[src/prc_pkg.sv]
// package for the ratio control and clock output gate
// assumes one 100 MHz internal clock and a plain strobe register port
package prc_pkg;
  // register byte addresses
  localparam logic [7:0] PRC_ADDR_RATIO0  = 8'h00;
  localparam logic [7:0] PRC_ADDR_RATIO3  = 8'h0C;
  localparam logic [7:0] PRC_ADDR_GLOBAL  = 8'h10;
  localparam logic [7:0] PRC_ADDR_MODAL   = 8'h14;
  localparam logic [7:0] PRC_ADDR_STATUS  = 8'h18;
  localparam logic [7:0] PRC_ADDR_EFF     = 8'h1C;
  // global field positions
  localparam int PRC_G_FORMAT = 0;
  localparam int PRC_G_FUNC_LO = 1;
  localparam int PRC_G_UNLOCK = 4;
  localparam int PRC_G_WIDTH = 5;
  // modal field layout, four bits per set
  localparam int PRC_M_STRIDE = 4;
  localparam int PRC_M_AUTO = 2;
  // reset values
  localparam logic [31:0] PRC_RATIO_RST  = 32'h0000_0000;
  localparam logic [4:0]  PRC_GLOBAL_RST = 5'h00;
  localparam logic [15:0] PRC_MODAL_RST  = 16'h0000;
  // pin function select codes
  localparam logic [2:0] PRC_FN_DIS_ALL  = 3'h0;
  localparam logic [2:0] PRC_FN_DIS_CLK  = 3'h2;
  localparam logic [2:0] PRC_FN_MANUAL   = 3'h3;
  localparam logic [2:0] PRC_FN_AUTO     = 3'h5;
  // range codes and thresholds in internal clock cycles per reference period
  localparam logic [1:0] PRC_RNG_SLOW = 2'h0;
  localparam logic [1:0] PRC_RNG_MID  = 2'h1;
  localparam logic [1:0] PRC_RNG_FAST = 2'h2;
  localparam logic [8:0] PRC_THR_HI = 9'h0E0;
  localparam logic [8:0] PRC_THR_LO = 9'h060;
  localparam logic [8:0] PRC_CNT_MAX = 9'h1FF;
  // relock hold after a mode change
  localparam int PRC_CLK_MHZ = 100;
  localparam int PRC_RELOCK_NS = 200;
  localparam int PRC_RELOCK_CYC = (PRC_RELOCK_NS * PRC_CLK_MHZ + 999) / 1000;
endpackage

[src/prc_ratio_ctrl.sv]
// ratio selection, modifiers, range detector and clock output gate
// assumes mode pins, reference input and synthesizer clock are sampled on ref_clk
`timescale 1ns/1ns
`default_nettype none
module prc_ratio_ctrl
  import prc_pkg::*;
#(
  parameter int RELOCK_CYC = PRC_RELOCK_CYC
) (
  input  wire logic        ref_clk,
  input  wire logic        rst_n,
  input  wire logic [7:0]  reg_addr,
  input  wire logic [31:0] reg_wdata,
  input  wire logic        reg_wr,
  input  wire logic        reg_rd,
  output logic      [31:0] reg_rdata,
  input  wire logic [1:0]  mode_sel,
  input  wire logic        third_mode_pin,
  input  wire logic        ref_in,
  input  wire logic        synth_clk,
  input  wire logic        pll_locked,
  output logic      [31:0] effective_ratio,
  output logic             ratio_format_select,
  output logic             relock_req,
  output logic             clk_out,
  output logic             clk_out_oe
);

  // address decode shared by write and read paths
  function automatic logic hit(input logic [7:0] a, input logic [7:0] base);
    hit = (a == base);
  endfunction

  // stored ratios and configuration
  logic [31:0] stored_ratio_set_r [4];
  logic [PRC_G_WIDTH-1:0] global_r;
  logic [15:0] modal_r;
  logic [31:0] rdata_r;
  logic [31:0] eff_r;
  logic [1:0]  input_rate_range_r;
  logic [8:0]  rate_cnt_r;
  logic        ref_prev_r;
  logic [1:0]  mode_prev_r;
  logic [15:0] hold_r;
  logic        relock_r;
  logic        clk_out_r;
  logic        oe_r;

  // decoded fields
  wire logic [2:0] pin_two_function_select = global_r[PRC_G_FUNC_LO +: 3];
  wire logic       output_during_unlock = global_r[PRC_G_UNLOCK];
  wire logic [3:0] modal_set = modal_r[mode_sel*PRC_M_STRIDE +: PRC_M_STRIDE];
  wire logic [1:0] manual_modifier_select = modal_set[1:0];
  wire logic [31:0] user_ratio = stored_ratio_set_r[mode_sel];
  wire logic       ref_rise = ref_in & ~ref_prev_r;
  wire logic       mode_chg = (mode_sel != mode_prev_r);
  wire logic       lock_ok = pll_locked & (hold_r == 16'h0000);

  wire logic manual_en = (pin_two_function_select == PRC_FN_MANUAL) & third_mode_pin;
  wire logic auto_en = (pin_two_function_select == PRC_FN_AUTO) ? third_mode_pin
                                                                 : modal_set[PRC_M_AUTO];
  wire logic [2:0] man_shift = manual_en ? {1'b0, manual_modifier_select} + 3'h1 : 3'h0;
  // auto factor as shift; code 11 treated like 10
  wire logic [2:0] auto_shift = !auto_en ? 3'h0 :
                                (input_rate_range_r == PRC_RNG_SLOW) ? 3'h0 :
                                (input_rate_range_r == PRC_RNG_MID)  ? 3'h1 : 3'h2;
  // combined modifiers; stored values never change
  wire logic [31:0] eff_nxt = user_ratio >> (man_shift + auto_shift);
  // tristate only in codes 000 and 010
  wire logic dis_cfg = (pin_two_function_select == PRC_FN_DIS_ALL) |
                       (pin_two_function_select == PRC_FN_DIS_CLK);
  wire logic oe_nxt = ~(dis_cfg & third_mode_pin);
  wire logic clk_out_nxt = synth_clk & (lock_ok | output_during_unlock);
  wire logic [1:0] range_nxt = (rate_cnt_r > PRC_THR_HI) ? PRC_RNG_SLOW :
                               (rate_cnt_r >= PRC_THR_LO) ? PRC_RNG_MID : PRC_RNG_FAST;
  wire logic [7:0] ratio_idx = reg_addr - PRC_ADDR_RATIO0;
  wire logic       ratio_hit = (reg_addr <= PRC_ADDR_RATIO3) & (reg_addr[1:0] == 2'h0);

  genvar gi;
  generate
    for (gi = 0; gi < 4; gi++) begin : g_ratio
      always_ff @(posedge ref_clk) begin
        if (!rst_n) begin
          stored_ratio_set_r[gi] <= PRC_RATIO_RST;
        end else if (reg_wr && ratio_hit && ratio_idx[3:2] == 2'(gi)) begin
          stored_ratio_set_r[gi] <= reg_wdata;
        end
      end
    end
  endgenerate

  // configuration writes
  // modal sets held side by side
  always_ff @(posedge ref_clk) begin
    if (!rst_n) begin
      global_r <= PRC_GLOBAL_RST;
      modal_r  <= PRC_MODAL_RST;
    end else if (reg_wr) begin
      if (hit(reg_addr, PRC_ADDR_GLOBAL)) global_r <= reg_wdata[PRC_G_WIDTH-1:0];
      if (hit(reg_addr, PRC_ADDR_MODAL)) modal_r <= reg_wdata[15:0];
    end
  end

  // read mux; unmapped addresses read zero
  wire logic [31:0] status_word = {27'h0, auto_en, manual_en, lock_ok, input_rate_range_r};
  wire logic [31:0] rd_mux =
      ratio_hit ? stored_ratio_set_r[ratio_idx[3:2]] :
      hit(reg_addr, PRC_ADDR_GLOBAL) ? {27'h0, global_r} :
      hit(reg_addr, PRC_ADDR_MODAL)  ? {16'h0, modal_r} :
      hit(reg_addr, PRC_ADDR_STATUS) ? status_word :
      hit(reg_addr, PRC_ADDR_EFF)    ? eff_r : 32'h0;

  // read data stands only in the cycle after the strobe
  always_ff @(posedge ref_clk) begin
    if (!rst_n) rdata_r <= 32'h0;
    else rdata_r <= reg_rd ? rd_mux : 32'h0;
  end

  // range detector: count internal clocks per reference period, saturating
  always_ff @(posedge ref_clk) begin
    if (!rst_n) begin
      ref_prev_r <= 1'b0;
      rate_cnt_r <= 9'h000;
      input_rate_range_r <= PRC_RNG_SLOW;
    end else begin
      ref_prev_r <= ref_in;
      if (ref_rise) begin
        rate_cnt_r <= 9'h001;
        // first edge after reset measures a partial period; next edge corrects it
        input_rate_range_r <= range_nxt;
      end else if (rate_cnt_r != PRC_CNT_MAX) begin
        rate_cnt_r <= rate_cnt_r + 9'h001;
      end
    end
  end

  // mode change drops lock for a hold time
  always_ff @(posedge ref_clk) begin
    if (!rst_n) begin
      mode_prev_r <= 2'h0;
      hold_r      <= 16'h0000;
      relock_r    <= 1'b0;
    end else begin
      mode_prev_r <= mode_sel;
      relock_r    <= mode_chg;
      if (mode_chg) hold_r <= 16'(RELOCK_CYC);
      else if (hold_r != 16'h0000) hold_r <= hold_r - 16'h0001;
    end
  end

  always_ff @(posedge ref_clk) begin
    if (!rst_n) begin
      eff_r     <= 32'h0;
      clk_out_r <= 1'b0;
      oe_r      <= 1'b0;
    end else begin
      eff_r     <= eff_nxt;
      clk_out_r <= clk_out_nxt;
      oe_r      <= oe_nxt;
    end
  end

  // outputs come straight from flip-flops
  assign reg_rdata = rdata_r;
  assign effective_ratio = eff_r;
  // format bit passed beside the ratio
  assign ratio_format_select = global_r[PRC_G_FORMAT];
  assign relock_req = relock_r;
  assign clk_out = clk_out_r;
  assign clk_out_oe = oe_r;
endmodule // prc_ratio_ctrl
`default_nettype wire

[config.mk]
export PLATFORM = sky130hd
export DESIGN_NAME = prc_ratio_ctrl
export DESIGN_NICKNAME = d
export VERILOG_FILES = /design/src/prc_pkg.sv /design/src/prc_ratio_ctrl.sv
export SDC_FILE = /design/constraint.sdc
export NUM_CORES = 1
export LEC_CHECK = 0
export BUFFER_PORTS_ARGS = -buffer_cell sky130_fd_sc_hd__buf_2
export CAP_MARGIN = 20
export CORE_ASPECT_RATIO = 0.7
export CORE_MARGIN = 2
export CORE_UTILIZATION = 55
export DETAILED_ROUTE_END_ITERATION = 10
export HOLD_SLACK_MARGIN = 0.12
export PLACE_DENSITY = 0.75
export SYNTH_ARGS = -nofsm -noshare
export SYNTH_HDL_FRONTEND = slang
export SYNTH_SLANG_ARGS = --single-unit
[constraint.sdc]
create_clock -name ref_clk -period 5.2 [get_ports ref_clk]
set_clock_uncertainty 0.05 [all_clocks]
set_input_delay 0.26 -clock ref_clk [delete_from_list [all_inputs] [get_ports ref_clk]]
set_output_delay 0.26 -clock ref_clk [all_outputs]
set_load 0.02 [all_outputs]
# Yosys cells after proc, flatten, opt, wreduce, memory -nomap -nowiden
# Memory sizes are Yosys's and may differ from the RTL's.
# Index checks and enable logic that the tools add are counted.
# op_classes
n_addsub	4
shifts	2
n_reduce_logical	18
eq_ne	13
n_mux	33
bitwise	15
div	0
magnitude_cmp	3
n_mul	0
# op_table
cell	count
$mux W32	9
$eq A8 B5 Y1 const B	4
$shr A32 B3 Y32	1
$logic_not A16 Y1	1
$mux W1	16
$reduce_bool A16 Y1	1
$shiftx A16 B5 Y3	1
$sub A16 B1 Y16 const B	1
$mux W2	5
$mux W5	2
$add A9 B1 Y9 const B	1
$ge A9 B7 Y1 const B	1
$gt A9 B8 Y1 const B	1
$ne A9 B9 Y1 const B	1
$le A8 B4 Y1 const B	1
$and A1 B1 Y1	6
$eq A3 B2 Y1 const B	2
$logic_not A2 Y1	3
$or A1 B1 Y1	6
$reduce_and A2 Y1	3
$logic_and A1 B1 Y1	5
$eq A2 B1 Y1 const B	2
$eq A2 B2 Y1 const B	2
$reduce_bool A2 Y1	2
8 further kinds	11
# word_totals
mem_bits_rw	128
ff_bits	118
mem_count	1
mem_bits_ro	0
output_inout_bits	68
latchBits	0
# memory_table
memory	words	width	read_ports	rd_ports_with_merged_regs	write_ports	line	source
stored_ratio_set_r	4	32	2	0	4	prc_ratio_ctrl.sv:35	logic [31:0] stored_ratio_set_r [4];

# Logic depth before layout (Yosys ltp)
# Gate-level depths: netlist of the first run.
# depth
word_depth	8
ltp_mapped	15

# Worst setup path before layout of the first run
# OpenSTA, ideal clock, no wires.
# synth_path
path_kind	in2reg
start	input port reg_addr[1]
end	memory stored_ratio_set_r[0][0] (enable)
stages	5
t_required_ns	4.680
arrival_ns	3.900
setup_time_ns	0.470
path_slack_ns	0.780
path_cell_list	or4_4 nor3_2 clkbuf_1 nand2_1 o31ai_1
# synth_lines
item	line	source
start, declared	prc_ratio_ctrl.sv:12	input wire logic [7:0] reg_addr,
end, declared	prc_ratio_ctrl.sv:35	

# Worst setup path in the final report of the first run
# layout_path
start	register modal_r[14]
end	register eff_r[22], in the netlist effective_ratio[22]
# layout_between
elab_chain_cells	5
# layout_lines
item	line	source
start, declared	prc_ratio_ctrl.sv:37	logic [15:0] modal_r;
start signal, assigned	prc_ratio_ctrl.sv:100	if (hit(reg_addr, PRC_ADDR_MODAL)) modal_r <= reg_wdata[15:0];
$shiftx A16 B5 Y3	prc_ratio_ctrl.sv:52	wire logic [3:0] modal_set = modal_r[mode_sel*PRC_M_STRIDE +: PRC_M_STRIDE];
$mux W1	prc_ratio_ctrl.sv:60	wire logic auto_en = (pin_two_function_select == PRC_FN_AUTO) ? third_mode_pin
$mux W2	prc_ratio_ctrl.sv:64	wire logic [2:0] auto_shift = !auto_en ? 3'h0 :
$add A3 B2 Y3	prc_ratio_ctrl.sv:68	wire logic [31:0] eff_nxt = user_ratio >> (man_shift + auto_shift);
$shr A32 B3 Y32	prc_ratio_ctrl.sv:68	
end signal, assigned	prc_ratio_ctrl.sv:157	eff_r <= eff_nxt;
end, declared	prc_ratio_ctrl.sv:39	logic [31:0] eff_r;
# No other way between the ends.
# A chain may end at the register's enable or synchronous reset.

==> results.txt, run 1 <==
- The clock net in this run drives a total of 246 sinks.
* Initial DRC count: 966
- The number of pins with negative max-slew slack in the final report came to 0.
- Final setup viols: 0
- Via count of the first global-routing pass: 8569
* Number of hold-slack violations in the final timing report: 0
* Gpl congestion: 0.879
- Endpoint required time on the critical path: 5.55 ns
- In the global route stage, met3 resource usage came out at 9.12%.
- Type of origin of the critical path: register
- Fraction of final layout cells with drive strength greater than 1: 26.0%
- After routing, the total negative slack on setup checks comes to 0 ns.
* Buffer levels on the longest clock path: 3
- In this run the power density over the cells is 310 nW/um^2.
- Worst-Margin Slew: 1.04 ns
- The floorplan has 45 rows.
* Distinct cells, synth: 56
* Type of the setup path with the least slack: register to register
* Highest clock frequency the design can meet: 259 MHz
- Worst min-delay path category: primary input to register
- Power comes to 4.38 mW.
- In this run the worst path has a maximum fanout of 41.
- The area growth from synthesis to layout is 17.0%.
- Drt pass-1 iters: 5
- Count of pins on the block boundary: 118
* Highest-count cells in the layout ignoring fill and taps: 133 x sky130_fd_sc_hd__and2_1, 128 x sky130_fd_sc_hd__edfxtp_1, 118 x sky130_fd_sc_hd__dfxtp_1
* Largest delay share family, worst path: simple AND/OR/NAND/NOR gates
- The HPWL after detailed placement is 22300 microns.
- Routing usage on met2: 41.4%
* Synth Cell Area: 12100 sq um
- The most critical setup path has its startpoint at modal_r[14].
* Number of register bits inferred by synthesis: 246
- Setup repair after global routing left no endpoint under its margin.
- Core ar.: 21600 sq um
- Worst reg2reg path startpoint: modal_r[14]
- Routed wirelength normalized by instance count: 23.2 microns
- Total number of vias: 8951
* Number of clock buffers inserted by TritonCTS: 25
- Counting every instance in the synthesized netlist gives 987.
- Most utilized layer in the global route result: met1
- Measured along the x axis, the die boundary spans 181 microns.
* Maximum number of pins on one net before global-route repair: 42
* N_diodes: 0
* Avg Inst Size Synth: 12.2 sq um
- Across the run, the number of max-cap violations was 0.
* Routing usage on met1: 43.2%
* Area share of the largest cell type after synthesis: 31.8%
* Die Footprint: 23200 sq um
* Insertion delay of the later-clocked pin in the worst-skew pair: 0.53 ns
* Routed wire length: 33100 microns
* Result of the run: complete, no violations
- Syn nets: 1044
* Buffers added on ports: 117
* Count of cells resized by post-cts repair: 0
- H-Tree Depth: 1
- STA classifies the critical path endpoint as a register.
* NumNets Final: 1178
- Clock transition at the register clock pins on the worst setup and hold paths after CTS: 0.06 ns
* Total global routing overflow: 0
- Summed over all cells, the static leakage comes to 5.25 nW.
* Top cells by area, synth: sky130_fd_sc_hd__edfxtp_1 32%, sky130_fd_sc_hd__dfxtp_1 20%, sky130_fd_sc_hd__mux4_2 13%
- The number of antenna violations at the first check in global routing is 0.
- Hold_sp: reg_addr[6]
- TritonCTS built the clock tree.
* Post-cts hold buffer count: 38
- Dominant cell type by area after synthesis: sky130_fd_sc_hd__edfxtp_1
* Chain of cells forming the critical path: mux4_2 -> mux2i_1 -> nor3b_1 -> ha_2 -> inv_1 -> fa_1 -> buf_4 -> nor2b_1 -> a221oi_1 -> mux2i_1 -> o22ai_1
- The worst-case IR drop observed on VDD is 0.000237 V.
- In the global route stage, overall resource usage came out at 28.8%.
* DRC errors left: 0
- Using the TritonRoute via totals, the vias-per-cell ratio works out to 6.29.
- Highest cell delay on the worst timing path: 0.66 ns
* Number of flops mapped to enable cells by yosys: 128
* Sequential cell area fraction in the yosys report: 51.4%
- Slowest stage cell on the critical path: sky130_fd_sc_hd__nor2b_1
- Count of buffering cells on the critical path with inverters included: 2
- Once the floorplan was initialized, standard cells occupied 55.9% of the core.
- Fraction of registers with async set/reset: 0%
- Min Tclk post-route: 3.86 ns
- Remaining max-slew budget at the tightest pin: 30.3%
- The floorplan step set the die height to 128 microns.
* Primary flip-flop cell chosen by synthesis mapping: sky130_fd_sc_hd__edfxtp_1
- Number of antenna-violating nets in the routed design: 0
- Root buf cell: sky130_fd_sc_hd__clkbuf_16
- Cell with the most instances on the worst path: sky130_fd_sc_hd__mux2i_1
- Count of yosys warnings during synthesis: 0
* First-pass GRT wire length: 50800 microns
* Share of the cycle needed by the critical path after routing: 74.2%
* Most frequent standard cell in the layout excluding fill and tap cells: sky130_fd_sc_hd__and2_1
* Postcts setup bufs: 0
- For the worst setup path, the data arrival time is 4.20 ns.
==> final cells by class <==
class / count / area (sq um)
clock buffers: 36 / 697
clock inverters: 10 / 55.1
fillers: 1627 / 7490
inverters: 8 / 30.0
multi-input cells: 662 / 5600
flip-flops and latches: 246 / 6210
well taps: 282 / 353
repair buffers: 178 / 1180
==> where the power goes <==
group	switching (mW)	internal [mW]	leakage, nW	total, mW
Clock	0.751	0.934	0.376	1.69
Sequential	0.0674	2.12	2.18	2.19
Combinational	0.283	0.226	2.70	0.509
==> worst register-to-register path, cell delays in order (launching register included) <==
cell and delay (ns):
sky130_fd_sc_hd__dfxtp_1 0.46, sky130_fd_sc_hd__mux4_2 0.29, sky130_fd_sc_hd__mux2i_1 0.12, sky130_fd_sc_hd__nor3b_1 0.22, sky130_fd_sc_hd__ha_2 0.19, sky130_fd_sc_hd__inv_1 0.04, sky130_fd_sc_hd__fa_1 0.48, sky130_fd_sc_hd__buf_4 0.43
sky130_fd_sc_hd__nor2b_1 0.67, sky130_fd_sc_hd__a221oi_1 0.23, sky130_fd_sc_hd__mux2i_1 0.40, sky130_fd_sc_hd__o22ai_1 0.14
==> metal layers <==
metal  share of wire, %  up-vias
met2                 42      572
met3                 13       40
met1                 43     4379
met4                1.5        0
li1                   -     3960
met5                  0        -
==> final timing paths <==
path	slack (ns)	cells after the start	end
min	0.15	3	reg_rdata[0]
max	1.34	11	effective_ratio[22]
max reg2reg	1.34	11	effective_ratio[22]
min reg2reg	0.41	2	modal_r[7]
==> per-stage QoR <==
step                      cell area, sq um  setup slack, ns  hold slack, ns  std cells  utilization [%]
final                                14100             1.34           0.150       1422             65.3
after global routing                 14100             1.24           0.176       1422             65.3
after CTS                            14100             1.46           0.140       1419             65.1
after detailed placement             12900             1.12           0.402       1335             59.8
after global placement               12900             1.29           0.395       1335             59.8
after floorplan                      12100            0.780           0.337        987                -
==> registers in the layout (all words and copies together), names as in the netlist, 2 cells and up <==
| register | cells |
|---|---|
| modal_r | 16 |
| hold_r | 16 |
| mode_prev_r | 2 |
| stored_ratio_set_r | 128 |
| input_rate_range_r | 2 |
| global_r | 5 |
| effective_ratio | 32 |
| rate_cnt_r | 9 |
| reg_rdata | 32 |
==> synth_stat cells, drive strengths merged (2+ instances only) <==
| master | count |
|---|---|
| xnor2 | 8 |
| nor3b | 5 |
| nand2 | 66 |
| a21boi | 2 |
| mux2 | 28 |
| inv | 7 |
| or2 | 3 |
| nand3 | 8 |
| o21ai | 14 |
| o22ai | 39 |
| a21oi | 37 |
| nor4 | 5 |
| a22o | 5 |
| nor3 | 10 |
| buf | 30 |
| nand3b | 2 |
| dfxtp | 118 |
| or3 | 4 |
| and2 | 133 |
| o31a | 2 |
| nand4 | 2 |
| edfxtp | 128 |
| mux4 | 72 |
| clkbuf | 41 |
| ha | 6 |
| a22oi | 28 |
| nor4b | 2 |
| mux2i | 60 |
| nor2 | 66 |
| nor2b | 8 |
| or4 | 3 |
| o2111ai | 2 |
| nand2b | 5 |
| xor2 | 12 |
| a221oi | 13 |
==> logic make-up (layout without fill, tap and decap cells) <==
| group | Yosys count | after routing | synth area share (%) |
|---|---|---|---|
| fa+ha+maj | 7 | 7 | 0.787 |
| flops | 246 | 246 | 51.4 |
| mux | 160 | 160 | 21.0 |
| simple gates | 325 | 325 | 14.5 |
| compound gates | 150 | 150 | 8.16 |
| xor+xnor | 20 | 20 | 1.45 |
| buf+inv | 79 | 232 | 2.75 |
(Power assumes the default switching activity.)
==> run 2, diff against run 1 <==
- clock period: 5.2 -> 3.9 ns (I/O delays scaled with it)
==> run 2 against run 1 <==
  * Design area is 0.70% higher
  * Cell count is 0.49% higher
  * First-iteration DRC count is 13% higher
  * Critical path depth stayed put
  * Clock power is 41% higher
  * Combinational power is 34% higher
  * Via count is 0.26% higher
  * Clock-buffer cell count stayed put
  * Register-to-register slack worse by 1.0 ns
  * Non-clock buffer count is 9 higher
  * Core utilization is 0.46 points higher
==> results.txt, run 2 (same netlist as run 1, synthesis figures left out) <==
* Result of the run: complete, no violations (unchanged)
- First-pass GRT wire length: 51000 microns (was 50800 microns)
- The residual DRC count was 0 (unchanged).
- The final core area utilization was 65.8% (was 65.3%).
- The multi-input logic area is 5600 sq um (about the same).
- Number of antenna-violating nets in the routed design: 0 (unchanged)
- Type of the setup path with the least slack: register to register (unchanged)
- The count of boundary I/O pins came to 118 (unchanged).
- The die outline area was 23200 sq um (unchanged).
- The largest net degree at the start of global routing came to 45 (was 42).
- Global-route usage over all layers: 28.8% (about the same)
- Postcts setup bufs: 0 (unchanged)
- The proportion of total power due to net switching was 24.3% (was 25.1%).
* Clock transition at the register clock pins on the worst setup and hold paths after CTS: 0.06 ns (about the same)
- The total number of vias came to 8974 (was 8951).
- The width of the die is 181 microns (unchanged).
* Number of clock buffers inserted by TritonCTS: 24 (was 25)
- Min Tclk post-route: 3.60 ns (was 3.86 ns)
- Routed wirelength normalized by instance count: 23.2 microns (about the same)
* Dpl ws: 0.299 ns (was 1.12 ns)
- The H-tree level count came to 1 (unchanged).
* Signed area change from the synthesized netlist to the final layout: 17.8% (was 17.0%)
- The final-report setup violation count was 0 (unchanged).
- The ratio of cells with drive above 1 in the final layout was 25.9% (was 26.0%).
* Number of antenna violations at the first check in global routing: 1 (was 0)
- Endpoint required time on the critical path: 4.22 ns (was 5.55 ns)
- The maximum clock path buffer count came to 3 (unchanged).
* Total global routing overflow: 0 (unchanged)
* Number of hold-slack violations in the final timing report: 0 (unchanged)
* Worst-Margin Slew: 1.04 ns (about the same)
* Starting density of the core: 55.9% (unchanged)
* Worst Setup End Kind: register (unchanged)
* Portion of total power attributed to the clock network: 39.9% (was 38.4%)
- The register ranked first by flip-flop count is stored_ratio_set_r (unchanged).
* Worst min-delay path category: primary input to register (unchanged)
- Clk sink count: 246 (unchanged)
* Number of maximum-capacitance constraint violations: 0 (unchanged)
* Share of the cycle needed by the critical path after routing: 92.3% (was 74.2%)
- The combinational group share of total power came to 11.4% (was 11.6%).
- The internal portion of total power is 4.53 mW (was 3.28 mW).
- The net switching component of the power came to 1.46 mW (was 1.10 mW).
* Post-detailed-placement half-perimeter wirelength: 22500 microns (was 22300 microns)
- Post-cts hold buffer count: 43 (was 38)
- Detailed-route vias per instance: 6.28 (was 6.29)
- Highest-count cells in the layout ignoring fill and taps: 133 x sky130_fd_sc_hd__and2_1, 128 x sky130_fd_sc_hd__edfxtp_1, 118 x sky130_fd_sc_hd__dfxtp_1 (unchanged).
- The DRC violation total after the first TritonRoute iteration was 1093 (was 966).
- The core region area came to 21600 sq um (unchanged).
- The number of rows in the core area is 45 (unchanged).
- Final WS setup: 0.300 ns (was 1.34 ns)
- The routability congestion estimate came to 0.909 (was 0.879).
* Number of max-slew violations in the final report: 0 (unchanged)
- The critical path data arrival time is 3.92 ns (was 4.20 ns).
- Power density normalized to cell area: 421 nW/um^2 (was 310 nW/um^2)
* Drt pass-1 iters: 5 (unchanged)
- The number of resized instances in the post-cts repair step was 0 (unchanged).
* N_diodes: 0 (unchanged)
- The worst-case headroom to the max-slew limit came to 30.0% (was 30.3%).
- Via count of the first global-routing pass: 8618 (was 8569)
- The post-layout net count came to 1186 (was 1178).
- RSZ-0062 raised after global routing: false (unchanged)
- Most frequent standard cell in the layout excluding fill and tap cells: sky130_fd_sc_hd__and2_1 (unchanged)
* Die height: 128 microns (unchanged)
- The root buffer selected by CTS is sky130_fd_sc_hd__clkbuf_16 (unchanged).
* Flip-flop count of the largest register, all copies and words added: 128 (unchanged)
- The clock latency on the worst-skew pair came to 0.53 ns (about the same).
- The fraction of power consumed by sequential logic came to 48.8% (was 50.0%).
* Total negative slack for setup checks: 0 ns (unchanged)
* Maximum fanout along the worst path: 35 (was 41)
* IR Drop Worst-Case VDD: 0.000345 V (was 0.000237 V)
- Routed wire length: 33200 microns (was 33100 microns)
* Footprint of the flip-flops and latches: 6210 sq um (unchanged)
- Buffers added on ports: 117 (unchanged)
* Type of origin of the critical path: register (unchanged)
- The static leakage came to 5.31 nW (was 5.25 nW).
- Highest clock frequency the design can meet: 278 MHz (was 259 MHz)
* CTS tree: done (unchanged)
* Filler Cells Inserted: 1629 (was 1627)
run 2: path summary, 6_finish.rpt:
| path | start | to | slack (ns) | cells past startpoint |
|---|---|---|---|---|
| worst min-delay path | reg_addr[7] | reg_rdata[4] | 0.14 | 4 |
| worst min register to register | modal_r[7] | modal_r[7] | 0.42 | 2 |
| worst max-delay path | modal_r[2] | effective_ratio[23] | 0.30 | 11 |
| worst max register to register | modal_r[2] | effective_ratio[23] | 0.30 | 11 |
run 2: per-layer routing:
layer,vias to the layer above,share of wire (%),wire length [microns],GRT usage [%]
li1,3973,-,-,-
met1,4364,44,14600,44.1
met2,580,42,13900,42.0
met3,57,12,3950,6.14
met4,0,2.3,762,6.93
met5,-,0,0,0.211
run 2: critical path, stage by stage, from the launching register on:
cell	delay, ns
sky130_fd_sc_hd__dfxtp_1	0.39
sky130_fd_sc_hd__mux4_2	0.26
sky130_fd_sc_hd__mux2i_1	0.11
sky130_fd_sc_hd__nor3b_1	0.24
sky130_fd_sc_hd__ha_2	0.21
sky130_fd_sc_hd__inv_1	0.04
sky130_fd_sc_hd__fa_1	0.64
sky130_fd_sc_hd__buf_12	0.26
sky130_fd_sc_hd__mux4_2	0.32
sky130_fd_sc_hd__mux2_2	0.30
sky130_fd_sc_hd__mux2i_1	0.42
sky130_fd_sc_hd__o22ai_1	0.19
run 2: cell type report:
| class | instances | area share [%] |
|---|---|---|
| Sequential cell | 246 | 43.6 |
| Multi-Input combinational cell | 662 | 39.4 |
| Timing Repair Buffer | 187 | 8.67 |
| Clock buffer | 36 | 5.05 |
| Tap cell | 282 | 2.48 |
| Clock inverter | 8 | 0.607 |
| Inverter | 8 | 0.211 |
run 2: through the flow:
| step | hold WS [ns] | instances | area (sq um) | total power, mW |
|---|---|---|---|---|
| 2_1_floorplan | 0.272 | 987 | 12100 | 3.38 |
| 3_3_place_gp | 0.371 | 1342 | 13000 | 3.60 |
| 5_1_grt | 0.168 | 1429 | 14200 | 6.16 |
| 6_report | 0.144 | 1429 | 14200 | 5.99 |
| 3_5_place_dp | 0.376 | 1342 | 13000 | 3.61 |
| 4_1_cts | 0.126 | 1429 | 14200 | 5.99 |
run 2: power groups by stage:
stage	logic, mW	clock network [mW]	registers, mW
6_report	0.682	2.39	2.92
4_1_cts	0.672	2.40	2.91
3_5_place_dp	0.637	0	2.97
5_1_grt	0.726	2.51	2.93
2_1_floorplan	0.405	0	2.97
3_3_place_gp	0.629	0	2.97
==> run 3, diff against run 2 <==
- clock period: 3.9 -> 4.4 ns (I/O delays scaled with it)
==> run 3 against run 2 <==
  * Worst setup slack gained 0.42 ns
  * Register-to-register slack gained 0.42 ns
  * Combinational power shrank 11%
  * Worst hold slack gained 0.016 ns
  * Sequential cell count is the same
  * Non-clock buffer count shrank 5
  * Wire length grew 1.1%
==> results.txt, run 3 (same netlist as run 1, synthesis figures left out) <==
- The routability congestion estimate came to 0.869 (was 0.909).
- Type of origin of the critical path: register (unchanged)
- NumNets Final: 1182 (was 1186)
- Util after Layout: 65.7% (was 65.8%)
- The clock latency on the worst-skew pair is 0.53 ns (about the same).
- Min Tclk post-route: 3.68 ns (was 3.60 ns)
- Die Footprint: 23200 sq um (unchanged)
- Global-route usage over all layers: 28.9% (was 28.8%)
- Power density normalized to cell area: 370 nW/um^2 (was 421 nW/um^2)
- Routed wirelength normalized by instance count: 23.5 microns (was 23.2 microns)
- The H-tree level count came to 1 (unchanged).
- The number of search-and-repair iterations in the first detailed-routing pass came to 5 (unchanged).
- The most numerous cell type found on the critical path is sky130_fd_sc_hd__mux4_2.
- Arrival @ worst endpoint: 4.02 ns (was 3.92 ns)
* Highest clock frequency the design can meet: 272 MHz (was 278 MHz)
- Most frequent standard cell in the layout excluding fill and tap cells: sky130_fd_sc_hd__and2_1 (unchanged)
- Slowest stage cell on the critical path: sky130_fd_sc_hd__fa_1 (unchanged)
* Maximum fanout along the worst path: 21 (was 35)
- Die height: 128 microns (unchanged)
* Static Leak: 5.28 nW (was 5.31 nW)
* Rows: 45 (unchanged)
- The number of resized instances in the post-cts repair step was 0 (unchanged).
- The standard cell area after detailed placement came to 13000 sq um (about the same).
- Total negative slack for setup checks: 0 ns (unchanged)
- The kind of cell adding the most delay to the critical path is multiplexers (unchanged).
* Total global routing overflow: 0 (unchanged)
- Endpoint required time on the critical path: 4.74 ns (was 4.22 ns)
- Signed area change from the synthesized netlist to the final layout: 17.7% (was 17.8%)
* Total number of vias: 9046 (was 8974)
- CTS tree: done (unchanged)
* Worst Setup End Kind: register (unchanged)
- The number of antenna diodes is 0 (unchanged).
- The count of maximum capacitance violations was 0 (unchanged).
* Via count of the first global-routing pass: 8629 (was 8618)
- The count of buffers inserted at the top-level ports came to 117 (unchanged).
- The worst reg-to-reg setup slack is 0.72 ns (was 0.30 ns).
* Worst-Margin Slew: 0.911 ns (was 1.04 ns)
* Initial DRC count: 1094 (was 1093)
* Number of antenna violations at the first check in global routing: 0 (was 1)
* Count of pins on the block boundary: 118 (unchanged)
- The number of flip-flops in the largest register is 128 (unchanged).
- The worst setup path category is register to register (unchanged).
* Fraction of final layout cells with drive strength greater than 1: 25.7% (was 25.9%)
- The initial standard-cell utilization of the core was 55.9% (unchanged).
* Hold Slack: 0.159 ns (was 0.144 ns)
- Chain of cells forming the critical path: mux4_2 -> ha_1 -> nand2_1 -> fa_1 -> buf_4 -> mux4_2 -> mux2_2 -> mux2i_1 -> o22ai_1 (was mux4_2 -> mux2i_1 -> nor3b_1 -> ha_2 -> inv_1 -> fa_1 -> buf_12 -> mux4_2 -> mux2_2 -> mux2i_1 -> o22ai_1).
- Number of max-slew violations in the final report: 0 (unchanged)
* Count of buffering cells on the critical path with inverters included: 1 (was 2)
- Final setup viols: 0 (unchanged)
- Number of clock buffers inserted by TritonCTS: 25 (was 24)
* Register with the most flip-flops: stored_ratio_set_r (unchanged)
- Highest-count cells in the layout ignoring fill and taps: 133 x sky130_fd_sc_hd__and2_1, 128 x sky130_fd_sc_hd__edfxtp_1, 118 x sky130_fd_sc_hd__dfxtp_1 (unchanged).
- Buffer levels on the longest clock path: 3 (unchanged)
- The total power consumption of the routed design is 5.27 mW (was 5.99 mW).
- The width of the die came to 181 microns (unchanged).
* Highest cell delay on the worst timing path: 0.71 ns (was 0.64 ns)
* Routed wire length: 33600 microns (was 33200 microns)
- Number of hold-slack violations in the final timing report: 0 (unchanged)
- Root buf cell: sky130_fd_sc_hd__clkbuf_16 (unchanged)
- The post-detailed-placement half-perimeter wirelength was 22500 microns (about the same).
- The largest voltage drop on the vdd net is 0.000279 V (was 0.000345 V).
- Number of antenna-violating nets in the routed design: 0 (unchanged)
- RSZ-0062 raised after global routing: false (unchanged).
- Core ar.: 21600 sq um (unchanged)
- The residual DRC count is 0 (unchanged).
* Clock transition at the register clock pins on the worst setup and hold paths after CTS: 0.06 ns (about the same)
* Worst min-delay path category: primary input to register (unchanged)
* Maximum number of pins on one net before global-route repair: 38 (was 45)
* Final instance area: 14200 sq um (about the same)
- The count of clock tree sinks is 246 (unchanged).
- First-pass GRT wire length: 51100 microns (was 51000 microns)
* Share of the cycle needed by the critical path after routing: 83.7% (was 92.3%)
- Filler Cells Inserted: 1644 (was 1629)
- Detailed-route vias per instance: 6.35 (was 6.28)
- The worst-case headroom to the max-slew limit is 38.7% (was 30.0%).
- Result of the run: complete, no violations (unchanged)
run 3: what timing repair did:
action | CTS | global route
hold endpoints to repair | 158 | 0
setup buffers | 0 | 0
hold buffers | 42 | 0
run 3: worst register-to-register path, stage by stage, from the launching register on:
cell                      delay (ns)
sky130_fd_sc_hd__dfxtp_1        0.36
sky130_fd_sc_hd__mux4_2         0.48
sky130_fd_sc_hd__ha_1           0.30
sky130_fd_sc_hd__nand2_1        0.08
sky130_fd_sc_hd__fa_1           0.71
sky130_fd_sc_hd__buf_4          0.34
sky130_fd_sc_hd__mux4_2         0.34
sky130_fd_sc_hd__mux2_2         0.31
sky130_fd_sc_hd__mux2i_1        0.41
sky130_fd_sc_hd__o22ai_1        0.16
run 3: path summary, 6_finish.rpt:
path                                 start  cells after the start                   to
worst max register to register  modal_r[9]                      9  effective_ratio[23]
worst min-delay path                 rst_n                      2            hold_r[2]
worst min register to register  modal_r[7]                      2           modal_r[7]
worst max-delay path            modal_r[9]                      9  effective_ratio[23]
run 3: area by class of cell:
cell class	instances	area, sq um	area share, %
Clock buffer	37	702	4.94
Timing Repair Buffer	182	1240	8.71
Clock inverter	8	78.8	0.555
Tap cell	282	353	2.48
Multi-Input combinational cell	662	5610	39.4
Sequential cell	246	6210	43.7
Inverter	8	30.0	0.211
run 3: through the flow:
| stage | std cells | setup slack (ns) |
|---|---|---|
| after floorplan | 987 | 0.0203 |
| after global placement | 1337 | 0.721 |
| after detailed placement | 1337 | 0.665 |
| after CTS | 1424 | 0.804 |
| after global routing | 1425 | 0.567 |
| final | 1425 | 0.718 |
run 3: power by group:
group | switching [mW] | internal (mW)
registers | 0.0790 | 2.51
logic | 0.339 | 0.269
clock network | 0.902 | 1.17
run 3: per-layer routing:
metal  vias to the layer above  part of all wire [%]  global-route usage [%]
met4                         0                   1.9                    6.26
met5                         -                     0                       0
met2                       555                    44                    43.7
met3                        59                    12                    7.05
met1                      4459                    42                    42.7
li1                       3973                     -                       -
